===== src/verilog/usbep_defines.svh =====
`ifndef USBEP_DEFINES_SVH
`define USBEP_DEFINES_SVH

// indexed register space of the endpoint block
`define USBEP_A_INDEX 8'h0E
`define USBEP_A_CSRL 8'h11
`define USBEP_A_CSRH 8'h12
`define USBEP_A_OUTL 8'h14
`define USBEP_A_OUTH 8'h15
`define USBEP_A_CNT 8'h16
`define USBEP_A_ENABLE 8'h1E

// endpoint 0 control/status bit positions (index 0 at USBEP_A_CSRL)
`define USBEP_B_OPR 0
`define USBEP_B_IPR 1
`define USBEP_B_SST 2
`define USBEP_B_LDE 3
`define USBEP_B_SUE 4
`define USBEP_B_SDS 5
`define USBEP_B_SOPR 6
`define USBEP_B_SSUE 7

// endpoint 1-3 high IN control bits
`define USBEP_B_SPLIT 2
`define USBEP_B_DIR 5

// endpoint enable register
`define USBEP_B_RSV 0
`define USBEP_EN_HI 4'hF
`define USBEP_EN_RST 3'h7
`define USBEP_RSV_ONE 1'h1
`define USBEP_IDX_EP0 2'h0

// avalon byte addresses of the controller registers
`define USBEP_AV_CMD 4'h0
`define USBEP_AV_STAT 4'h4
`define USBEP_AV_ISTS 4'h8
`define USBEP_AV_IMSK 4'hC

// field positions in the controller registers
`define USBEP_CMD_WR 16
`define USBEP_STAT_BUSY 8
`define USBEP_IRQ_DONE 0
`define USBEP_IRQ_DEV 1

`endif


===== src/verilog/usbep_pkg.sv =====
package usbep_pkg;
	typedef logic [7:0] usbep_byte_t;
	typedef logic [6:0] usbep_cnt_t;
	typedef logic [31:0] usbep_word_t;
	typedef logic [1:0] usbep_irq_t;
	typedef enum logic [1:0] {
		HS_IDLE = 2'b00,
		HS_WAIT = 2'b01
	} usbep_hstate_t;
endpackage


===== src/verilog/usbep_if.sv =====
`timescale 1ns/1ps
interface usbep_if;
	usbep_pkg::usbep_byte_t addr;
	usbep_pkg::usbep_byte_t wdata;
	logic wr;
	logic rd;
	usbep_pkg::usbep_byte_t rdata;
	logic ack;
	logic dev_evt;
	modport dev (
		input addr,
		input wdata,
		input wr,
		input rd,
		output rdata,
		output ack,
		output dev_evt
	);
	modport host (
		output addr,
		output wdata,
		output wr,
		output rd,
		input rdata,
		input ack,
		input dev_evt
	);
endinterface


===== src/verilog/usbep_dev.sv =====
// The implementer's own choice: the Avalon-MM interface to the registers.
`timescale 1ns/1ps
`include "usbep_defines.svh"
// Contract
// serviced-out-ready write of one clears out-ready
// serviced-setup-end write of one clears setup-end
// control end without data-end sets setup-end
// send-stall cleared once stall handshake sent
// firmware marks last data; hardware clears it
// sent-stall set after stall, firmware clears
// in-ready cleared with event on send/setup/overwrite
// count register: bytes in 6:0, bit7 zero
// index picks one endpoint register set
// split bit opens both IN and OUT pipes
// unsplit endpoint uses direction-select bit
// disabled endpoint answers nothing, never stalls
// all endpoints enabled out of reset
// enable bits 3:1, upper ones, bit0 one
// writes to count register are ignored
module usbep_dev (
	input wire logic sys_clk,
	input wire logic rst,
	input wire logic ce,
	usbep_if.dev bus,
	input wire logic ev_setup,
	input wire logic ev_out_rx,
	input wire usbep_pkg::usbep_cnt_t rx_count,
	input wire logic ev_in_sent,
	input wire logic ev_in_overwrite,
	input wire logic ev_stall_sent,
	input wire logic ev_ctrl_end,
	output logic ep0_out_ready,
	output logic ep0_in_ready,
	output logic ep0_stall,
	output logic [3:1] ep_live,
	output logic [3:1] ep_in_pipe,
	output logic [3:1] ep_out_pipe
);
	import usbep_pkg::*;

	function automatic logic hit(input usbep_byte_t a, input usbep_byte_t off);
		return a == off;
	endfunction

	logic [1:0] index_q;
	logic opr_q;
	logic ipr_q;
	logic sst_q;
	logic lde_q;
	logic sue_q;
	logic sds_q;
	usbep_cnt_t cnt_q;
	logic [3:1] een_q;
	usbep_byte_t inl_q [1:3];
	usbep_byte_t inh_q [1:3];
	usbep_byte_t outl_q [1:3];
	usbep_byte_t outh_q [1:3];
	logic ack_q;
	usbep_byte_t rdata_q;
	logic evt_q;
	logic [3:1] live_q;
	logic [3:1] inp_q;
	logic [3:1] outp_q;

	wire logic idx0 = index_q == `USBEP_IDX_EP0;
	wire logic [7:0] wd = bus.wdata;
	wire logic w_index = bus.wr & hit(bus.addr, `USBEP_A_INDEX);
	wire logic w_csr0 = bus.wr & idx0 & hit(bus.addr, `USBEP_A_CSRL);
	// only the indexed endpoint set takes writes
	wire logic w_inl = bus.wr & ~idx0 & hit(bus.addr, `USBEP_A_CSRL);
	wire logic w_inh = bus.wr & ~idx0 & hit(bus.addr, `USBEP_A_CSRH);
	wire logic w_outl = bus.wr & ~idx0 & hit(bus.addr, `USBEP_A_OUTL);
	wire logic w_outh = bus.wr & ~idx0 & hit(bus.addr, `USBEP_A_OUTH);
	wire logic w_enable = bus.wr & hit(bus.addr, `USBEP_A_ENABLE);

	// setup and out data both deliver a packet for firmware
	wire logic opr_set = ev_out_rx | ev_setup;
	wire logic opr_clr = w_csr0 & wd[`USBEP_B_SOPR];
	// hardware set wins over a clearing write in the same cycle
	wire logic opr_d = opr_set | (opr_q & ~opr_clr);

	wire logic sue_set = ev_ctrl_end & ~lde_q;
	wire logic sue_clr = w_csr0 & wd[`USBEP_B_SSUE];
	wire logic sue_d = sue_set | (sue_q & ~sue_clr);

	// a fresh marker written with the end event survives it
	wire logic lde_wr = w_csr0 & wd[`USBEP_B_LDE];
	wire logic lde_d = lde_wr | (lde_q & ~ev_ctrl_end);

	wire logic sds_wr = w_csr0 & wd[`USBEP_B_SDS];
	wire logic sds_d = sds_wr | (sds_q & ~ev_stall_sent);

	// sent-stall is cleared by writing zero; the stall event wins
	wire logic sst_clr = w_csr0 & ~wd[`USBEP_B_SST];
	wire logic sst_d = ev_stall_sent | (sst_q & ~sst_clr);

	wire logic ipr_drop = ev_in_sent | ev_setup | ev_in_overwrite;
	wire logic ipr_wr = w_csr0 & wd[`USBEP_B_IPR];
	// arming a new packet wins over the drop of the old one
	wire logic ipr_d = ipr_wr | (ipr_q & ~ipr_drop);

	// one event pulse to the firmware side when hardware sets an ep0 flag or a set in-ready drops
	wire logic evt_d = (ipr_q & ipr_drop) | opr_set | ev_stall_sent | sue_set;

	// count is latched only with a packet; no write path exists
	wire usbep_cnt_t cnt_d = opr_set ? rx_count : cnt_q;

	wire logic [7:0] csr0_rd = {
		1'h0, 1'h0, sds_q, sue_q, lde_q, sst_q, ipr_q, opr_q
	};
	wire logic [7:0] cnt_rd = {1'b0, cnt_q};
	wire logic [7:0] en_rd = {`USBEP_EN_HI, een_q, `USBEP_RSV_ONE};
	wire logic [7:0] idx_rd = {6'h00, index_q};

	// banked registers visible only through the index
	wire logic [7:0] rd_mux =
		hit(bus.addr, `USBEP_A_INDEX) ? idx_rd :
		hit(bus.addr, `USBEP_A_CNT) ? cnt_rd :
		hit(bus.addr, `USBEP_A_ENABLE) ? en_rd :
		(idx0 & hit(bus.addr, `USBEP_A_CSRL)) ? csr0_rd :
		idx0 ? 8'h00 :
		hit(bus.addr, `USBEP_A_CSRL) ? inl_q[index_q] :
		hit(bus.addr, `USBEP_A_CSRH) ? inh_q[index_q] :
		hit(bus.addr, `USBEP_A_OUTL) ? outl_q[index_q] :
		hit(bus.addr, `USBEP_A_OUTH) ? outh_q[index_q] :
		8'h00;

	// pipe directions, gated by enable so a disabled endpoint is silent
	logic [3:1] live_d;
	logic [3:1] inp_d;
	logic [3:1] outp_d;
	always_comb begin
		for (int i = 1; i <= 3; i++) begin
			live_d[i] = een_q[i];
			inp_d[i] = een_q[i] & (inh_q[i][`USBEP_B_SPLIT] | inh_q[i][`USBEP_B_DIR]);
			outp_d[i] = een_q[i] & (inh_q[i][`USBEP_B_SPLIT] | ~inh_q[i][`USBEP_B_DIR]);
		end
	end

	always_ff @(posedge sys_clk) begin
		if (rst) begin
			opr_q <= 1'h0;
			ipr_q <= 1'h0;
			sst_q <= 1'h0;
			lde_q <= 1'h0;
			sue_q <= 1'h0;
			sds_q <= 1'h0;
			cnt_q <= '0;
		end else if (ce) begin
			opr_q <= opr_d;
			ipr_q <= ipr_d;
			sst_q <= sst_d;
			lde_q <= lde_d;
			sue_q <= sue_d;
			sds_q <= sds_d;
			cnt_q <= cnt_d;
		end
	end

	always_ff @(posedge sys_clk) begin
		if (rst) begin
			index_q <= `USBEP_IDX_EP0;
			een_q <= `USBEP_EN_RST;
		end else if (ce) begin
			if (w_index) begin
				index_q <= wd[1:0];
			end
			if (w_enable) begin
				een_q <= wd[3:1];
			end
		end
	end

	always_ff @(posedge sys_clk) begin
		if (rst) begin
			for (int i = 1; i <= 3; i++) begin
				inl_q[i] <= 8'h00;
				inh_q[i] <= 8'h00;
				outl_q[i] <= 8'h00;
				outh_q[i] <= 8'h00;
			end
		end else if (ce) begin
			if (w_inl) begin
				inl_q[index_q] <= wd;
			end
			if (w_inh) begin
				inh_q[index_q] <= wd;
			end
			if (w_outl) begin
				outl_q[index_q] <= wd;
			end
			if (w_outh) begin
				outh_q[index_q] <= wd;
			end
		end
	end

	// every access is answered one cycle later, mapped or not
	always_ff @(posedge sys_clk) begin
		if (rst) begin
			ack_q <= 1'h0;
			rdata_q <= 8'h00;
			evt_q <= 1'h0;
			live_q <= `USBEP_EN_RST;
			inp_q <= 3'h0;
			outp_q <= `USBEP_EN_RST;
		end else if (ce) begin
			ack_q <= bus.wr | bus.rd;
			if (bus.rd) begin
				rdata_q <= rd_mux;
			end
			evt_q <= evt_d;
			live_q <= live_d;
			inp_q <= inp_d;
			outp_q <= outp_d;
		end
	end

	assign bus.ack = ack_q;
	assign bus.rdata = rdata_q;
	assign bus.dev_evt = evt_q;
	assign ep0_out_ready = opr_q;
	assign ep0_in_ready = ipr_q;
	assign ep0_stall = sds_q;
	assign ep_live = live_q;
	assign ep_in_pipe = inp_q;
	assign ep_out_pipe = outp_q;
endmodule


===== src/flat_wrapper.sv =====
// flat-port wrapper written by rule: the top's interface ports become plain ports
module usbep_dev_flat import usbep_pkg::*;
  (sys_clk, rst, ce, ev_setup, ev_out_rx, rx_count, ev_in_sent, ev_in_overwrite, ev_stall_sent, ev_ctrl_end, ep0_out_ready, ep0_in_ready, ep0_stall, ep_live, ep_in_pipe, ep_out_pipe, bus_addr, bus_wdata, bus_wr, bus_rd, bus_rdata, bus_ack, bus_dev_evt);
  usbep_if bus_i ();
  input wire logic sys_clk;
  input wire logic rst;
  input wire logic ce;
  input wire logic ev_setup;
  input wire logic ev_out_rx;
  input wire usbep_pkg::usbep_cnt_t rx_count;
  input wire logic ev_in_sent;
  input wire logic ev_in_overwrite;
  input wire logic ev_stall_sent;
  input wire logic ev_ctrl_end;
  output logic ep0_out_ready;
  output logic ep0_in_ready;
  output logic ep0_stall;
  output logic [3:1] ep_live;
  output logic [3:1] ep_in_pipe;
  output logic [3:1] ep_out_pipe;
  input wire logic [$bits(bus_i.addr)-1:0] bus_addr;
  input wire logic [$bits(bus_i.wdata)-1:0] bus_wdata;
  input wire logic [$bits(bus_i.wr)-1:0] bus_wr;
  input wire logic [$bits(bus_i.rd)-1:0] bus_rd;
  output wire logic [$bits(bus_i.rdata)-1:0] bus_rdata;
  output wire logic [$bits(bus_i.ack)-1:0] bus_ack;
  output wire logic [$bits(bus_i.dev_evt)-1:0] bus_dev_evt;
  assign bus_i.addr = bus_addr;
  assign bus_i.wdata = bus_wdata;
  assign bus_i.wr = bus_wr;
  assign bus_i.rd = bus_rd;
  assign bus_rdata = bus_i.rdata;
  assign bus_ack = bus_i.ack;
  assign bus_dev_evt = bus_i.dev_evt;
  usbep_dev u_core (.sys_clk(sys_clk), .rst(rst), .ce(ce), .bus(bus_i), .ev_setup(ev_setup), .ev_out_rx(ev_out_rx), .rx_count(rx_count), .ev_in_sent(ev_in_sent), .ev_in_overwrite(ev_in_overwrite), .ev_stall_sent(ev_stall_sent), .ev_ctrl_end(ev_ctrl_end), .ep0_out_ready(ep0_out_ready), .ep0_in_ready(ep0_in_ready), .ep0_stall(ep0_stall), .ep_live(ep_live), .ep_in_pipe(ep_in_pipe), .ep_out_pipe(ep_out_pipe));
endmodule

===== config.mk =====
export PLATFORM = sky130hd
export DESIGN_NAME = usbep_dev_flat
export DESIGN_NICKNAME = d
export VERILOG_FILES = /design/src/verilog/usbep_pkg.sv /design/src/verilog/usbep_if.sv /design/src/verilog/usbep_dev.sv /design/src/flat_wrapper.sv
export VERILOG_INCLUDE_DIRS = /design/src /design/src/verilog
export SDC_FILE = /design/constraint.sdc
export NUM_CORES = 1
export LEC_CHECK = 0
export ABC_AREA = 1
export BUFFER_PORTS_ARGS = -buffer_cell sky130_fd_sc_hd__buf_4
export CAP_MARGIN = 10
export CORE_MARGIN = 4
export CORE_UTILIZATION = 60
export DETAILED_ROUTE_END_ITERATION = 10
export PLACE_DENSITY = 0.8
export SYNTH_ARGS = -nofsm -noshare
export SYNTH_HDL_FRONTEND = slang
export SYNTH_SLANG_ARGS = --single-unit

===== constraint.sdc =====
create_clock -name sys_clk -period 3.4 [get_ports sys_clk]
set_clock_uncertainty 0.15 [all_clocks]
set_input_delay 0.68 -clock sys_clk [delete_from_list [all_inputs] [get_ports sys_clk]]
set_output_delay 0.68 -clock sys_clk [all_outputs]
set_load 0.1 [all_outputs]

==> results.toml <==
[hold_path]
hold_path_depth = 1
min_from = "bus_wdata[7]"
hold-path-endpoint = "u_core.outh_q[0][7]$_DFFE_PP_"
hp-class = "primary input to register"

[power]
power_density_nw_per_um2 = 528
vdd_drop_max_v = 0.000457
power_leakage_nw = 3.83

[status]
status = "finished clean"

[logic_synthesis]
yosysMostFrequentCell = "nand2_1"
synthFlopType = "edfxtp_1"
synth_cells = 830
syn_avg_cell_area_sq_um = 9.01
yosysWarnings = 0
synth-async-reset-ratio_pct = 0
ys_seq_elements = 167
synth_seq_area_share_pct = 61.8
synth_commonest_cells = "nand2_1 (207), nor2_1 (172), edfxtp_1 (128)"
synth_top_cells_by_area = "edfxtp_1 (51%), dfxtp_1 (10%), nand2_1 (10%)"
ys_types = 32
syn_area_sq_um = 7480
synth_edf_count = 128
yosysTopAreaCell = "edfxtp_1"
synth_top_area_share_pct = 51.4

[worst_setup_path]
crit_top_cell = "nand2_1"
end_kind = "register"
r2r-end = "u_core.outh_q[3][3]$_SDFFCE_PN0P_"
worstPathArrival_ps = 2400
cp_num_buf_inv = 1
worstReg2RegStart = "u_core.index_q[0]$_SDFFE_PP0P_"
cp-start-kind = "register"
r2r_setup_slack_ps = 940
cpMaxStageDelayCell = "dfxtp_1"
critical_path_class = "register to register"
max_stage_delay_ps = 420
worst_ep_required_time_ps = 3340
rr_worst_depth = 6
worstPathMaxFanout = 9
cp_top_family = "simple AND/OR/NAND/NOR gates"
crit_chain = "nor2_1 > inv_2 > nand3_1 > nor3_2 > nand2_1 > nand2_1"

[die]
die_area_sq_um = 14300
boundaryPins = 56
core_area_sq_um = 12100
start_util_pct = 61.8
die_w_um = 120
num_rows = 40
die_y_um = 120

[clocking]
ctsHoldBuffers = 0
cts-root-buf = "clkbuf_16"
cts-htree-levels = 4
cts_buffers = 17
clk_pin_slew_ps = 70
cts_sinks = 167
clock_latency_ps = 430
cts-resized-gates = 0
cts_tree = "done"
clockBufferDepth = 2
cts_setup_buffers = 0

[finish]
fin_nets = 940
fill_cells = 927
fin_area_sq_um = 8700
syn_to_final_growth_pct = 16.3
antenna_cells = 0
drive_gt1_share_pct = 12.4
fin_util_pct = 71.9

[place]
post_dp_cell_area_sq_um = 8110
routabilityCongestion = 0.956
io_buffers = 55
dpl.hpwl_um = 13300

[detailed_routing]
vias = 6114
wl_per_cell_um = 18.0
firstDrtPassIters = 7
drc = 0
antenna_left = 0
first_iter_violations = 807
wirelength_um = 19600
via_per_inst = 5.62

[timing]
timing.fmax_mhz = 406
layout_min_cycle_time_ps = 2460
tns_ps = 0
rsz0062_at_grt = "false"
hold_viol_final = 0
timing.hold.ws_ps = 305
tightest_slew_ps = 746
finalSetupViolCount = 0
slew_violations = 0
slew_headroom_pct = 50.2
post-route-period-util_pct = 72.5

[run]
cap_violations = 0

[grt]
grt_pass1_wl_um = 30800
grtUsageTotal_pct = 28.5
antenna_found_initial = 0
grt_pass1_vias = 5854
overflow = 0
grt_max_degree = 66
==> how the worst max path moves through the flow <==
stage	start	cells past startpoint	to	slack (ps)
after detailed placement	ce	7	u_core.outl_q[2][2]$_SDFFCE_PN0P_	690
after global placement	ce	7	u_core.outl_q[2][6]$_SDFFCE_PN0P_	750
after floorplan	bus_addr[7]	7	u_core.inl_q[1][0]$_SDFFCE_PN0P_	1110
after global routing	u_core.index_q[0]$_SDFFE_PP0P_	6	u_core.outh_q[3][3]$_SDFFCE_PN0P_	830
after CTS	u_core.index_q[0]$_SDFFE_PP0P_	6	u_core.outh_q[3][3]$_SDFFCE_PN0P_	1020
final	u_core.index_q[0]$_SDFFE_PP0P_	6	u_core.outh_q[3][3]$_SDFFCE_PN0P_	940
==> power breakdown <==
| part | switching (mW) | internal, mW |
|---|---|---|
| Sequential | 0.0358 | 2.28 |
| Combinational | 0.237 | 0.0804 |
| Clock | 0.831 | 1.13 |
| Total | 1.10 | 3.49 |
==> registers in the layout (all words and copies together), names as in the netlist, 3 cells and up, named ones only <==
register,flops
u_core.ep_out_pipe,3
u_core.ep_in_pipe,3
u_core.ep_live,3
u_core.bus.rdata,8
u_core.inl_q,32
u_core.cnt_q,7
u_core.inh_q,32
u_core.een_q,3
u_core.outl_q,32
u_core.outh_q,32
==> per-stage QoR <==
step | instances | power [mW] | worst slack (ps)
final | 1087 | 4.59 | 936
after global routing | 1087 | 4.71 | 833
after CTS | 1087 | 4.58 | 1020
after detailed placement | 1055 | 2.67 | 689
after global placement | 1055 | 2.66 | 746
after floorplan | 861 | 2.55 | 1110
==> cells by family after synthesis <==
logic type	Yosys count	synth area share, %
AO/OA/AOI/OAI	110	7.88
buffers and inverters	107	5.74
flip-flops	167	61.8
other	1	0.0501
AND/OR/NAND/NOR	445	24.5
==> layer usage <==
layer / GRT usage [%] / share of wire [%] / up-vias
met1: 36.7 / 38 / 2846
met3: 6.83 / 10 / 69
li1: - / - / 2845
met4: 14.4 / 4.3 / 0
met5: 0 / 0 / -
met2: 45.3 / 47 / 354
==> cell usage in the layout, fill, tap and decap left out, drive strengths merged, types with 4 or more instances in the layout <==
cell type and instances:
a21oi 33, buf 60, clkbuf 19, clkinv 4
conb 32, dfxtp 39, edfxtp 128, inv 77
nand2 208, nand3 48, nor2 179, o211ai 4
o21ai 59, o22ai 5, or2 4
==> final cells by class <==
cell class	count	area, sq um	share of cell area (%)
Clock buffer	19	453	5.20
Clock inverter	13	144	1.65
Inverter	73	277	3.18
Multi-Input combinational cell	587	2540	29.2
Sequential cell	167	4630	53.1
Tap cell	168	210	2.42
Timing Repair Buffer	60	450	5.18
Note: power is estimated with default switching activity, not from simulation.
